<file path="src/common/spio_pkg.sv">
// shared constants for the shared-pin parallel io port
package spio_pkg;

  // bus geometry
  localparam int          SPIO_ADDR_W    = 8;
  localparam int          SPIO_DATA_W    = 32;
  localparam int          SPIO_STRB_W    = SPIO_DATA_W / 8;

  // port geometry defaults
  localparam int          SPIO_PORT_W    = 16;
  localparam logic [31:0] SPIO_IMPL_MASK = 32'h0000_ffff;  // bits that exist on this variant
  localparam logic [31:0] SPIO_OCAP_MASK = 32'h0000_ffff;  // bits whose peripheral can drive out

  // register byte offsets
  localparam logic [SPIO_ADDR_W-1:0] SPIO_DIR_OFS = 8'h00;  // pin_direction_reg
  localparam logic [SPIO_ADDR_W-1:0] SPIO_LAT_OFS = 8'h04;  // output_latch_reg
  localparam logic [SPIO_ADDR_W-1:0] SPIO_LVL_OFS = 8'h08;  // pin_level_reg
  localparam logic [SPIO_ADDR_W-1:0] SPIO_OWN_OFS = 8'h0c;  // peripheral ownership, read only

  // reset values before masking with the implemented bits
  localparam logic [31:0] SPIO_DIR_RST   = 32'hffff_ffff;  // all inputs
  localparam logic [31:0] SPIO_LAT_RST   = 32'h0000_0000;

endpackage : spio_pkg

</file>
<file path="src/spio_pin.sv">
// one pin slice: input synchroniser, output muxes and loop-through block
`timescale 1ns/100ps
module spio_pin #(
  parameter bit IMPL    = 1'b1,
  parameter bit OUT_CAP = 1'b1
) (
  input  wire logic core_clk_i,
  input  wire logic sys_rst_i,
  input  wire logic dir_i,
  input  wire logic lat_i,
  input  wire logic periph_en_i,
  input  wire logic periph_drv_i,
  input  wire logic periph_dout_i,
  input  wire logic pin_i,
  output logic      pin_o,
  output logic      pin_oe_o,
  output logic      level_o,
  output logic      periph_din_o,
  output logic      periph_own_o
);

  logic sync1_q, sync2_q, sync3_q, level_q, level_d;
  logic own_d, dout_d, oe_d, din_d, lvl_out_d;

  // level only moves once the two later stages agree, filtering a single late sample
  always_comb begin
    level_d = (sync2_q == sync3_q) ? sync2_q : level_q;
  end

  // input-only partners never win the pin, so the port keeps full control there
  always_comb begin
    own_d     = IMPL & OUT_CAP & periph_en_i & periph_drv_i;
    dout_d    = own_d ? periph_dout_i : lat_i;
    oe_d      = IMPL & (own_d | ~dir_i);
    din_d     = (IMPL & ~own_d & ~dir_i) ? 1'b0 : level_q;
    lvl_out_d = IMPL & level_q;
  end

  // everything leaving the slice is registered
  always_ff @(posedge core_clk_i) begin
    if (sys_rst_i) begin
      sync1_q      <= 1'b0;
      sync2_q      <= 1'b0;
      sync3_q      <= 1'b0;
      level_q      <= 1'b0;
      pin_o        <= 1'b0;
      pin_oe_o     <= 1'b0;
      level_o      <= 1'b0;
      periph_din_o <= 1'b0;
      periph_own_o <= 1'b0;
    end else begin
      sync1_q      <= pin_i;
      sync2_q      <= sync1_q;
      sync3_q      <= sync2_q;
      level_q      <= level_d;
      pin_o        <= dout_d;
      pin_oe_o     <= oe_d;
      level_o      <= lvl_out_d;
      periph_din_o <= din_d;
      periph_own_o <= own_d;
    end
  end

  periph_owns_a: assert property (
    @(posedge core_clk_i) disable iff (sys_rst_i)
    (IMPL && OUT_CAP && periph_en_i && periph_drv_i) |=> (pin_oe_o && pin_o == $past(periph_dout_i)))
    else $error("peripheral drive did not take the pin");

  port_drives_a: assert property (
    @(posedge core_clk_i) disable iff (sys_rst_i)
    (IMPL && !(OUT_CAP && periph_en_i && periph_drv_i)) |=>
      (pin_oe_o == !$past(dir_i) && (!pin_oe_o || pin_o == $past(lat_i))))
    else $error("port direction or latch not on pin");

  loop_block_a: assert property (
    @(posedge core_clk_i) disable iff (sys_rst_i)
    (pin_oe_o && !periph_own_o) |-> !periph_din_o)
    else $error("port output looped into peripheral input");

  input_only_a: assert property (
    @(posedge core_clk_i) disable iff (sys_rst_i)
    (!OUT_CAP || !IMPL) |-> !periph_own_o)
    else $error("input-only partner took the pin");

endmodule : spio_pin

</file>
<file path="src/spio_port.sv">
// shared-pin parallel io port with apb register access
`timescale 1ns/100ps
module spio_port
  import spio_pkg::*;
#(
  parameter int          PORT_W    = SPIO_PORT_W,
  parameter logic [31:0] IMPL_MASK = SPIO_IMPL_MASK,
  parameter logic [31:0] OCAP_MASK = SPIO_OCAP_MASK
) (
  input  wire logic                   core_clk_i,
  input  wire logic                   sys_rst_i,
  // apb slave
  input  wire logic [SPIO_ADDR_W-1:0] paddr_i,
  input  wire logic                   psel_i,
  input  wire logic                   penable_i,
  input  wire logic                   pwrite_i,
  input  wire logic [SPIO_DATA_W-1:0] pwdata_i,
  input  wire logic [SPIO_STRB_W-1:0] pstrb_i,
  output logic      [SPIO_DATA_W-1:0] prdata_o,
  output logic                        pready_o,
  output logic                        pslverr_o,
  // peripheral side, one bit per pin
  input  wire logic [PORT_W-1:0]      periph_en_i,
  input  wire logic [PORT_W-1:0]      periph_drv_i,
  input  wire logic [PORT_W-1:0]      periph_dout_i,
  output logic      [PORT_W-1:0]      periph_din_o,
  // device pins
  input  wire logic [PORT_W-1:0]      pin_i,
  output logic      [PORT_W-1:0]      pin_o,
  output logic      [PORT_W-1:0]      pin_oe_o
);

  localparam logic [PORT_W-1:0] IMPL   = IMPL_MASK[PORT_W-1:0];
  localparam logic [PORT_W-1:0] DIR_RV = SPIO_DIR_RST[PORT_W-1:0] & IMPL;
  localparam logic [PORT_W-1:0] LAT_RV = SPIO_LAT_RST[PORT_W-1:0] & IMPL;

  logic [PORT_W-1:0]      dir_q, dir_d;
  logic [PORT_W-1:0]      lat_q, lat_d;
  logic [PORT_W-1:0]      level_w;
  logic [PORT_W-1:0]      own_w;
  logic [PORT_W-1:0]      be_w;
  logic [PORT_W-1:0]      wbits_w;
  logic [SPIO_DATA_W-1:0] prdata_d;
  logic                   pready_d;
  logic                   pslverr_d;
  logic                   setup_w;
  logic                   wr_w;

  // apb phases; the answer is prepared in setup so pready comes from a flop
  assign setup_w = psel_i & ~penable_i;
  assign wr_w    = psel_i & penable_i & pready_o & pwrite_i;

  // byte strobes widened to one enable per port bit
  always_comb begin
    be_w = '0;
    for (int i = 0; i < PORT_W; i++) begin
      be_w[i] = pstrb_i[i/8];
    end
    wbits_w = pwdata_i[PORT_W-1:0];
  end

  // register next values: writes land only in the access cycle with pready high
  always_comb begin
    dir_d = dir_q;
    lat_d = lat_q;
    if (wr_w) begin
      if (paddr_i == SPIO_DIR_OFS) begin
        dir_d = ((dir_q & ~be_w) | (wbits_w & be_w)) & IMPL;
      end else if (paddr_i == SPIO_LAT_OFS) begin
        lat_d = ((lat_q & ~be_w) | (wbits_w & be_w)) & IMPL;
      end else if (paddr_i == SPIO_LVL_OFS) begin
        lat_d = ((lat_q & ~be_w) | (wbits_w & be_w)) & IMPL;
      end
    end
  end

  // read mux and response; unmapped offsets answer with an error and zero data
  always_comb begin
    prdata_d  = '0;
    pready_d  = setup_w;
    pslverr_d = 1'b0;
    if (setup_w) begin
      if (paddr_i == SPIO_DIR_OFS) begin
        prdata_d[PORT_W-1:0] = dir_q & IMPL;
      end else if (paddr_i == SPIO_LAT_OFS) begin
        prdata_d[PORT_W-1:0] = lat_q & IMPL;
      end else if (paddr_i == SPIO_LVL_OFS) begin
        prdata_d[PORT_W-1:0] = level_w & IMPL;
      end else if (paddr_i == SPIO_OWN_OFS) begin
        prdata_d[PORT_W-1:0] = own_w;
      end else begin
        pslverr_d = 1'b1;
      end
    end
  end

  // register state and bus outputs
  always_ff @(posedge core_clk_i) begin
    if (sys_rst_i) begin
      dir_q     <= DIR_RV;
      lat_q     <= LAT_RV;
      prdata_o  <= '0;
      pready_o  <= 1'b0;
      pslverr_o <= 1'b0;
    end else begin
      dir_q     <= dir_d;
      lat_q     <= lat_d;
      prdata_o  <= prdata_d;
      pready_o  <= pready_d;
      pslverr_o <= pslverr_d;
    end
  end

  // one slice per pin; unimplemented slices tie everything low except periph_din_o, which still follows the pin
  for (genvar g = 0; g < PORT_W; g++) begin : g_pin
    spio_pin #(
      .IMPL    (IMPL_MASK[g]),
      .OUT_CAP (OCAP_MASK[g])
    ) u_pin (
      .core_clk_i    (core_clk_i),
      .sys_rst_i     (sys_rst_i),
      .dir_i         (dir_q[g]),
      .lat_i         (lat_q[g]),
      .periph_en_i   (periph_en_i[g]),
      .periph_drv_i  (periph_drv_i[g]),
      .periph_dout_i (periph_dout_i[g]),
      .pin_i         (pin_i[g]),
      .pin_o         (pin_o[g]),
      .pin_oe_o      (pin_oe_o[g]),
      .level_o       (level_w[g]),
      .periph_din_o  (periph_din_o[g]),
      .periph_own_o  (own_w[g])
    );
  end

  dir_reset_a: assert property (
    @(posedge core_clk_i) $past(sys_rst_i) |-> (dir_q == DIR_RV && pin_oe_o == '0))
    else $error("pins not inputs after reset");

  lat_write_a: assert property (
    @(posedge core_clk_i) disable iff (sys_rst_i)
    (wr_w && paddr_i == SPIO_LAT_OFS && &pstrb_i) |=> lat_q == ($past(pwdata_i[PORT_W-1:0]) & IMPL))
    else $error("latch write lost");

  lvl_write_a: assert property (
    @(posedge core_clk_i) disable iff (sys_rst_i)
    (wr_w && paddr_i == SPIO_LVL_OFS && &pstrb_i) |=> (lat_q == ($past(pwdata_i[PORT_W-1:0]) & IMPL)
      && $stable(dir_q)))
    else $error("level write not redirected to latch");

  lvl_read_a: assert property (
    @(posedge core_clk_i) disable iff (sys_rst_i)
    (setup_w && !pwrite_i && paddr_i == SPIO_LVL_OFS) |=> prdata_o[PORT_W-1:0] == $past(level_w))
    else $error("level read not pin state");

  unimpl_zero_a: assert property (
    @(posedge core_clk_i) disable iff (sys_rst_i)
    ((dir_q & ~IMPL) == '0) && ((lat_q & ~IMPL) == '0) && ((level_w & ~IMPL) == '0))
    else $error("unimplemented bit not zero");

  apb_ready_a: assert property (
    @(posedge core_clk_i) disable iff (sys_rst_i)
    setup_w |=> pready_o ##1 !pready_o)
    else $error("apb answer not one cycle after setup");

  unmapped_err_a: assert property (
    @(posedge core_clk_i) disable iff (sys_rst_i)
    (setup_w && paddr_i > SPIO_OWN_OFS) |=> (pslverr_o && prdata_o == '0))
    else $error("unmapped access without error");

  // expected pin ownership, rebuilt from the block inputs for the checks below
  logic [PORT_W-1:0] own_in_w;
  assign own_in_w = periph_en_i & periph_drv_i & OCAP_MASK[PORT_W-1:0] & IMPL;

  // read data stands only in the answer cycle, so a stray capture sees zero
  rd_idle_zero_a: assert property (
    @(posedge core_clk_i) disable iff (sys_rst_i)
    !pready_o |-> prdata_o == '0)
    else $error("read data outside the answer cycle");

  // an error answer carries no data
  err_no_data_a: assert property (
    @(posedge core_clk_i) disable iff (sys_rst_i)
    pslverr_o |-> prdata_o == '0)
    else $error("error answer with data");

  // bits above the port width never carry data
  rd_high_zero_a: assert property (
    @(posedge core_clk_i) disable iff (sys_rst_i)
    (prdata_o >> PORT_W) == '0)
    else $error("read data above port width");

  // an error is only reported together with the answer
  err_with_ready_a: assert property (
    @(posedge core_clk_i) disable iff (sys_rst_i)
    pslverr_o |-> pready_o)
    else $error("error without ready");

  // the answer only appears while the master is in its access phase
  ready_in_access_a: assert property (
    @(posedge core_clk_i) disable iff (sys_rst_i)
    pready_o |-> (psel_i && penable_i))
    else $error("ready outside an access phase");

  // mapped, aligned offsets never answer with an error
  mapped_no_err_a: assert property (
    @(posedge core_clk_i) disable iff (sys_rst_i)
    (setup_w && paddr_i <= SPIO_OWN_OFS && paddr_i[1:0] == 2'b00) |=> !pslverr_o)
    else $error("mapped access answered with error");

  // direction reads return the stored bits
  rd_dir_a: assert property (
    @(posedge core_clk_i) disable iff (sys_rst_i)
    (setup_w && paddr_i == SPIO_DIR_OFS) |=> prdata_o[PORT_W-1:0] == $past(dir_q))
    else $error("direction read wrong");

  // latch reads return the latch, not the pins
  rd_lat_a: assert property (
    @(posedge core_clk_i) disable iff (sys_rst_i)
    (setup_w && paddr_i == SPIO_LAT_OFS) |=> prdata_o[PORT_W-1:0] == $past(lat_q))
    else $error("latch read wrong");

  // ownership reads mirror the per-pin owner flags
  rd_own_a: assert property (
    @(posedge core_clk_i) disable iff (sys_rst_i)
    (setup_w && paddr_i == SPIO_OWN_OFS) |=> prdata_o[PORT_W-1:0] == $past(own_w))
    else $error("ownership read wrong");

  // a full direction write lands and leaves the latch alone
  dir_write_a: assert property (
    @(posedge core_clk_i) disable iff (sys_rst_i)
    (wr_w && paddr_i == SPIO_DIR_OFS && &pstrb_i) |=>
      (dir_q == ($past(pwdata_i[PORT_W-1:0]) & IMPL) && $stable(lat_q)))
    else $error("direction write lost");

  // strobed-off bytes of the latch keep their old value
  strobe_keep_a: assert property (
    @(posedge core_clk_i) disable iff (sys_rst_i)
    (wr_w && paddr_i == SPIO_LAT_OFS) |=> ((lat_q ^ $past(lat_q)) & ~$past(be_w)) == '0)
    else $error("strobed-off latch bits changed");

  // the ownership register and unmapped offsets take no writes
  own_read_only_a: assert property (
    @(posedge core_clk_i) disable iff (sys_rst_i)
    (wr_w && paddr_i >= SPIO_OWN_OFS) |=> ($stable(dir_q) && $stable(lat_q)))
    else $error("read-only or unmapped write took effect");

  // without a write cycle the registers hold
  regs_hold_a: assert property (
    @(posedge core_clk_i) disable iff (sys_rst_i)
    (!sys_rst_i && !wr_w) |=> ($stable(dir_q) && $stable(lat_q)))
    else $error("register changed without a write");

  // the owner flag follows enable, drive and the output-capable mask
  own_mux_a: assert property (
    @(posedge core_clk_i) disable iff (sys_rst_i)
    !sys_rst_i |=> own_w == $past(own_in_w))
    else $error("pin owner flag wrong");

  // output enable: peripheral first, then the direction bit
  oe_mux_a: assert property (
    @(posedge core_clk_i) disable iff (sys_rst_i)
    !sys_rst_i |=> pin_oe_o == (IMPL & ($past(own_in_w) | ~$past(dir_q))))
    else $error("pin output enable wrong");

  // output data: peripheral first, then the latch
  dout_mux_a: assert property (
    @(posedge core_clk_i) disable iff (sys_rst_i)
    !sys_rst_i |=>
      pin_o == (($past(own_in_w) & $past(periph_dout_i)) | (~$past(own_in_w) & $past(lat_q))))
    else $error("pin output data wrong");

  // a port-driven pin never reaches the peripheral input
  loop_din_a: assert property (
    @(posedge core_clk_i) disable iff (sys_rst_i)
    !sys_rst_i |=> (periph_din_o & IMPL & ~$past(own_in_w) & ~$past(dir_q)) == '0)
    else $error("port output reached peripheral input");

  // an owning peripheral still sees the same level that software reads
  din_sees_pin_a: assert property (
    @(posedge core_clk_i) disable iff (sys_rst_i)
    ((periph_din_o ^ level_w) & own_w) == '0)
    else $error("owning peripheral does not see the pin");

  // unimplemented bits never drive their pin
  unimpl_quiet_a: assert property (
    @(posedge core_clk_i) disable iff (sys_rst_i)
    ((pin_oe_o & ~IMPL) == '0) && ((pin_o & ~IMPL) == '0))
    else $error("unimplemented bit drives its pin");

  // reset also clears the latch and lets go of every pin and peripheral input
  rst_latch_a: assert property (
    @(posedge core_clk_i)
    sys_rst_i |=> (lat_q == LAT_RV && pin_o == '0 && periph_din_o == '0))
    else $error("latch or pin outputs not cleared by reset");

endmodule : spio_port

</file>
<file path="config.mk">
export PLATFORM = sky130hd
export DESIGN_NAME = spio_port
export DESIGN_NICKNAME = d
export VERILOG_FILES = /design/src/common/spio_pkg.sv /design/src/spio_pin.sv /design/src/spio_port.sv
export SDC_FILE = /design/constraint.sdc
export NUM_CORES = 1
export LEC_CHECK = 0
export BUFFER_PORTS_ARGS = -buffer_cell sky130_fd_sc_hd__buf_4
export CAP_MARGIN = 20
export CORE_MARGIN = 2
export CORE_UTILIZATION = 51
export DETAILED_ROUTE_END_ITERATION = 7
export HOLD_SLACK_MARGIN = 0.06
export PLACE_DENSITY = 0.87
export SLEW_MARGIN = 15
export SYNTH_ARGS = -nofsm -noshare
export SYNTH_HDL_FRONTEND = slang
export SYNTH_SLANG_ARGS = --single-unit
export TNS_END_PERCENT = 50
</file>
<file path="constraint.sdc">
create_clock -name core_clk_i -period 2.1 [get_ports core_clk_i]
set_input_delay 0.63 -clock core_clk_i [delete_from_list [all_inputs] [get_ports core_clk_i]]
set_output_delay 0.63 -clock core_clk_i [all_outputs]
set_load 0.02 [all_outputs]
</file>
==> results_dict.tcl, run 1 <==
set metrics [dict create \
    outcome "complete, no violations" \
    cts-root-buf "clkbuf_16" \
    criticalPathCategory "input pin to flip-flop" \
    maxCapViolations 0 \
    fmax_mhz 630.9 \
    pre_cts_ws_ns 0.1380 \
    critical_path.endpoint_type "flip-flop" \
    setup_tns_ns 0 \
    drt_pass1_iterations 5 \
    worst_path_max_delay_cell "nor4_4" \
    path_clk_slew_ns 0.06 \
    synth_seq_cells 194 \
    ctsHoldBuffers 0 \
    clockBufferDepth 2 \
    grt_util_all_layers_pct 19.92 \
    wl_um 13770 \
    synth.avg_cell_area_um2 10.26 \
    rr_startpoint "pready_o$_SDFF_PP0_" \
    worstPathRequired_ns 2.47 \
    core_area_mm2 0.01314 \
    cts_tree "done" \
    hold_path.class "input pin to flip-flop" \
    antenna_found_initial 0 \
    area_growth_pct 23.81 \
    worst_pin_slew_ns 0.9167 \
    synth_cell_types 28 \
    rsz0062_at_grt "no" \
    detail_route.iter0.violations 287 \
    crit_path_cell_trace "buf_4 -> nor4_4 -> and2_0 -> buf_4 -> and3_1" \
    ys_warn_count 0 \
    fin_crit_sh_pct 75.47 \
    crit_top_cell "buf_4" \
    wl_per_cell_um 14.17 \
    cts_setup_buffers 0 \
    route.detailed.drc 0 \
    start_kind "input pin" \
    grt_pass1_wl_um 22160 \
    ioPinCount 195 \
    p_per_area_mw_per_mm2 862.0 \
    finClkSkew_ns 0.006504 \
    vdd_drop_max_mv 0.5066 \
    drive_gt1_share_pct 29.65 \
    slew_headroom_pct 38.82 \
    synth-edff-count 0 \
    r2r_slack_ns 0.70 \
    drv_slew 0 \
    synthCells 665 \
    insertion_delay_ns 0.42 \
    std_cell_rows 42 \
    cp.arrival_ns 1.95 \
    cts-resized-gates 0 \
    period_needed_ns 1.585 \
    total_power_mw 7.280 \
    initial_core_util_pct 51.92 \
    dieArea_mm2 0.01432 \
    hp-start "pin_i[0]" \
    seqPwrFrac_pct 51.8 \
    fin_ws_ns 0.5151 \
    gp_congestion 0.8250 \
    hold_viol_final 0 \
    htreeDepth 4 \
    syn-cell-area_mm2 0.006822 \
    gr-total-overflow 0 \
    ant_nets 0 \
    grt_max_degree 43 \
    cts.sinks 194 \
    p_clk_share_pct 41.5 \
    vias 4846 \
    max_stage_delay_ns 0.42 \
    async_flop_share_pct 0 \
    cp_top_family "simple AND/OR/NAND/NOR gates" \
    power_switching_mw 1.589 \
    die_w_um 119.7 \
    ys_seq_area_share_pct 56.93 \
    numCtsBuffers 17 \
    power.leakage_nw 3.616 \
    grt_pass1_vias 4608 \
    io_buffer_count 160 \
    setup.worst_path.start "paddr_i[1]" \
    combPwrFrac_pct 6.6 \
    hpwl_um 9731 \
    n_antenna_cell 0 \
    die_h_um 119.7 \
    nets 896 \
    p_sw_share_pct 21.83 \
    p_int_mw 5.691 \
    crit_fanout 15 \
    ys.flop_type "dfxtp_1" \
    setup_viol 0 \
    path_buf_inv 2 \
    viasPerCell 4.986 \
]
-- worst paths after layout --
path                                             to  depth (start not counted)
hold reg to reg   g_pin[0].u_pin.sync2_q$_SDFF_PP0_                          1
hold / removal    g_pin[0].u_pin.sync1_q$_SDFF_PP0_                          2
setup / recovery            prdata_o[13]$_SDFF_PP0_                          5
setup reg to reg                          flip-flop                          5
-- placed cells by master, fill, tap and decap left out, drive strengths merged, types with 3 or more instances in the layout --
cell,count
dfxtp,194
buf,178
nor2b,81
a21oi,80
nand2,64
nor2,34
clkbuf,20
nand3,16
o21ai,16
nor3,16
and3,16
conb,16
mux4,16
nor3b,12
a31o,8
mux2i,8
clkinv,8
nand4,3
-- per-stage QoR --
| step | utilization [%] | hold slack (ns) | instance area, µm² | std cells |
|---|---|---|---|---|
| global route | 64.29 | 0.3972 | 8446 | 972 |
| global placement | 59.98 | 0.4164 | 7880 | 940 |
| CTS | 64.29 | 0.3983 | 8446 | 972 |
| floorplan | - | 0.4138 | 6878 | 680 |
| detailed placement | 59.98 | 0.4220 | 7880 | 940 |
| finish | 64.29 | 0.4129 | 8446 | 972 |
-- cell type report --
cell class / instances / area [µm²]
Clock buffer: 20 / 456.7
Clock inverter: 12 / 108.9
Fill cell: 1039 / 4692
Inverter: 1 / 3.754
Multi-Input combinational cell: 391 / 2382
Sequential cell: 194 / 3884
Tap cell: 176 / 220.2
Timing Repair Buffer: 178 / 1390
-- per-layer routing --
layer / GRT usage, % / share of wire [%]
met1: 24.09 / 42
met2: 33.21 / 49
met3: 5.846 / 6.2
met4: 8.309 / 2.4
met5: 0 / 0
-- cell families after synthesis --
| logic type | Yosys count | share of synthesized area, % |
|---|---|---|
| buffers and inverters | 95 | 9.043 |
| AND/OR/NAND/NOR | 246 | 19.09 |
| other | 1 | 0.05497 |
| AO/OA/AOI/OAI | 104 | 8.070 |
| flip-flops | 194 | 56.93 |
| multiplexers | 24 | 6.566 |
| XOR/XNOR | 1 | 0.2385 |
-- power by group through the flow --
stage	registers, mW	clock network [mW]	logic, mW
2_1_floorplan	3.85	0	0.282
3_3_place_gp	3.85	0	0.473
3_5_place_dp	3.86	0	0.482
4_1_cts	3.77	3.08	0.484
5_1_grt	3.78	3.27	0.523
6_report	3.77	3.02	0.482
-- synthesized netlist by cell type (all sizes together) (3+ instances only) --
| cell type | number | area, µm² |
|---|---|---|
| nand4 | 3 | 18.77 |
| dfxtp | 194 | 3884 |
| mux2i | 8 | 80.08 |
| clkbuf | 17 | 63.81 |
| nor2 | 34 | 135.1 |
| nand2 | 64 | 240.2 |
| nor2b | 81 | 506.7 |
| nor3b | 12 | 90.09 |
| nor3 | 16 | 80.08 |
| o21ai | 16 | 80.08 |
| and3 | 16 | 100.1 |
| a31o | 8 | 70.07 |
| buf | 77 | 549.3 |
| a21oi | 80 | 400.4 |
| nand3 | 16 | 80.08 |
| mux4 | 16 | 367.9 |
Note: power is estimated with default switching activity, not from simulation.
==> run 2, diff against run 1 <==
--- a/config.mk
+++ b/config.mk
@@ -8,10 +8,10 @@
 export BUFFER_PORTS_ARGS = -buffer_cell sky130_fd_sc_hd__buf_4
 export CAP_MARGIN = 20
 export CORE_MARGIN = 2
-export CORE_UTILIZATION = 51
+export CORE_UTILIZATION = 46
 export DETAILED_ROUTE_END_ITERATION = 7
 export HOLD_SLACK_MARGIN = 0.06
-export PLACE_DENSITY = 0.87
+export PLACE_DENSITY = 0.83
 export SLEW_MARGIN = 15
 export SYNTH_ARGS = -nofsm -noshare
 export SYNTH_HDL_FRONTEND = slang
==> constraint.sdc (replaced) <==
create_clock -name core_clk_i -period 1.4 [get_ports core_clk_i]
set_input_delay 0.42 -clock core_clk_i [delete_from_list [all_inputs] [get_ports core_clk_i]]
set_output_delay 0.42 -clock core_clk_i [all_outputs]
set_load 0.02 [all_outputs]
==> run 2 against run 1 <==
Net effect: critical path depth decreased by 4; clock skew up 0.0039 ns; critical endpoint is now prdata_o[1]; largest power group unchanged; largest cell class unchanged; sequential power grew 50%; critical path type is now flip-flop to output port; non-clock buffer count grew 7; flip-flop and latch count stayed put; sequential share of layout area shrank 0.77 points.
==> results_dict.tcl, run 2 (synthesis results as in run 1) <==
set metrics [dict create \
    outcome "complete, no violations" \
    path_buf_inv 1 \
    grt_pass1_wl_um 21980 \
    crit_path_end "prdata_o[1]" \
    placedInstanceArea_mm2 0.007983 \
    r2r_slack_ns 0.07 \
    core_area_mm2 0.01453 \
    wl_um 14000 \
    gr-total-overflow 0 \
    cp_top_family "flip-flops" \
    most-common-layout-cells "194 x dfxtp_1, 178 x buf_4, 81 x nor2b_1" \
    hold_path.class "input pin to flip-flop" \
    std_cell_rows 44 \
    cts.sinks 194 \
    numCtsBuffers 17 \
    placed_cells_incl_taps 955 \
    ioPinCount 195 \
    initial_core_util_pct 46.94 \
    ctsHoldBuffers 0 \
    rr_worst_depth 5 \
    dieArea_mm2 0.01582 \
    setup_tns_ns 0 \
    die_w_um 125.8 \
    drv_slew 0 \
    cp.depth 1 \
    detail_route.iter0.violations 272 \
    critical_path.endpoint_type "output port" \
    p_per_area_mw_per_mm2 1301 \
    n_antenna_cell 0 \
    die_h_um 125.8 \
    wl_met1_um 6061 \
    pre_cts_ws_ns -0.2863 \
    stdcell_area_mm2 0.008589 \
    period_needed_ns 1.341 \
    hold_viol_final 0 \
    drt_pass1_iterations 4 \
    wl_per_cell_um 14.19 \
    crit_fanout 1 \
    area_growth_pct 25.92 \
    layout_commonest_cell "dfxtp_1" \
    power.leakage_nw 3.678 \
    htreeDepth 4 \
    setup_viol 0 \
    rr_startpoint "pready_o$_SDFF_PP0_" \
    crit_path_cell_trace "buf_4" \
    maxCapViolations 0 \
    hpwl_um 9838 \
    cts-root-buf "clkbuf_16" \
    ant_nets 0 \
    fin_crit_sh_pct 95.78 \
    route.detailed.drc 0 \
    grt_pass1_vias 4438 \
    grt_max_degree 67 \
    wl_met3_um 855 \
    top_layer "met5" \
    worstPathRequired_ns 0.98 \
    clockBufferDepth 2 \
    path_clk_slew_ns 0.07 \
    criticalPathCategory "flip-flop to output port" \
    fmax_mhz 745.7 \
    worst_path_max_delay_cell "dfxtp_1" \
    cts_setup_buffers 0 \
    dr_wl_met2_um 6746 \
    fin_ws_ns 0.05906 \
    io_buffer_count 160 \
    fillers 1196 \
    antenna_found_initial 1 \
    viasPerCell 4.911 \
    total_power_mw 11.18 \
    grt_util_all_layers_pct 17.84 \
    max_stage_delay_ns 0.35 \
    final_cells 987 \
    setup.worst_path.start "prdata_o[1]$_SDFF_PP0_" \
    finClkSkew_ns 0.01037 \
    cp.arrival_ns 0.92 \
    rsz0062_at_grt "yes" \
    start_kind "flip-flop" \
    vias 4847 \
    drive_gt1_share_pct 31.13 \
    insertion_delay_ns 0.43 \
    cts_tree "done" \
    gp_congestion 0.7598 \
    nets 903 \
    vdd_drop_max_mv 0.7450 \
]
## run 2: changes by cell type in the layout (fill, tap and decap cells not counted), sizes merged
cell      previous run  this run
buf                178       185
clkinv               8         6
bufinv               1         2
clkinvlp             2         3
## run 2: metrics by stage
step | utilization (%) | hold WS [ns]
2_1_floorplan | - | 0.4138
3_3_place_gp | 54.92 | 0.4154
3_5_place_dp | 54.92 | 0.4204
4_1_cts | 59.00 | 0.1752
5_1_grt | 59.10 | 0.1889
6_report | 59.10 | 0.1941
## run 2: final cells by class
cell class / count / area (µm²) / share of cell area, %
clock inverters: 12 / 132.6 / 1.544
multi-input cells: 391 / 2415 / 28.11
well taps: 184 / 230.2 / 2.680
inverters: 1 / 3.754 / 0.04370
clock buffers: 20 / 456.7 / 5.317
flip-flops and latches: 194 / 3884 / 45.21
repair buffers: 185 / 1468 / 17.09
## run 2: timing repair
item	CTS	global route
setup endpoints to repair	3	7
gates resized for setup	2	3
pin swaps	0	2
## run 2: worst min path at each step
stage,startpoint,end,cells past startpoint
CTS,pin_i[11],g_pin[11].u_pin.sync1_q$_SDFF_PP0_,2
global route,sys_rst_i,g_pin[8].u_pin.sync2_q$_SDFF_PP0_,2
detailed placement,g_pin[12].u_pin.sync1_q$_SDFF_PP0_,g_pin[12].u_pin.sync2_q$_SDFF_PP0_,1
finish,pin_i[3],g_pin[3].u_pin.sync1_q$_SDFF_PP0_,2
global placement,g_pin[11].u_pin.sync1_q$_SDFF_PP0_,g_pin[11].u_pin.sync2_q$_SDFF_PP0_,1
floorplan,g_pin[0].u_pin.sync1_q$_SDFF_PP0_,g_pin[0].u_pin.sync2_q$_SDFF_PP0_,1
## run 2: layer usage
layer  global-route usage [%]  vias up
met2                    28.43      148
met1                    22.45     2256
met4                    8.274        2
met3                    5.225       22
met5                        0        -
li1                         -     2419
## run 2: power by group
group,internal (mW),switching (mW)
registers,5.63,0.0302
logic,0.379,0.367
clock network,2.73,2.05
total,8.73,2.44
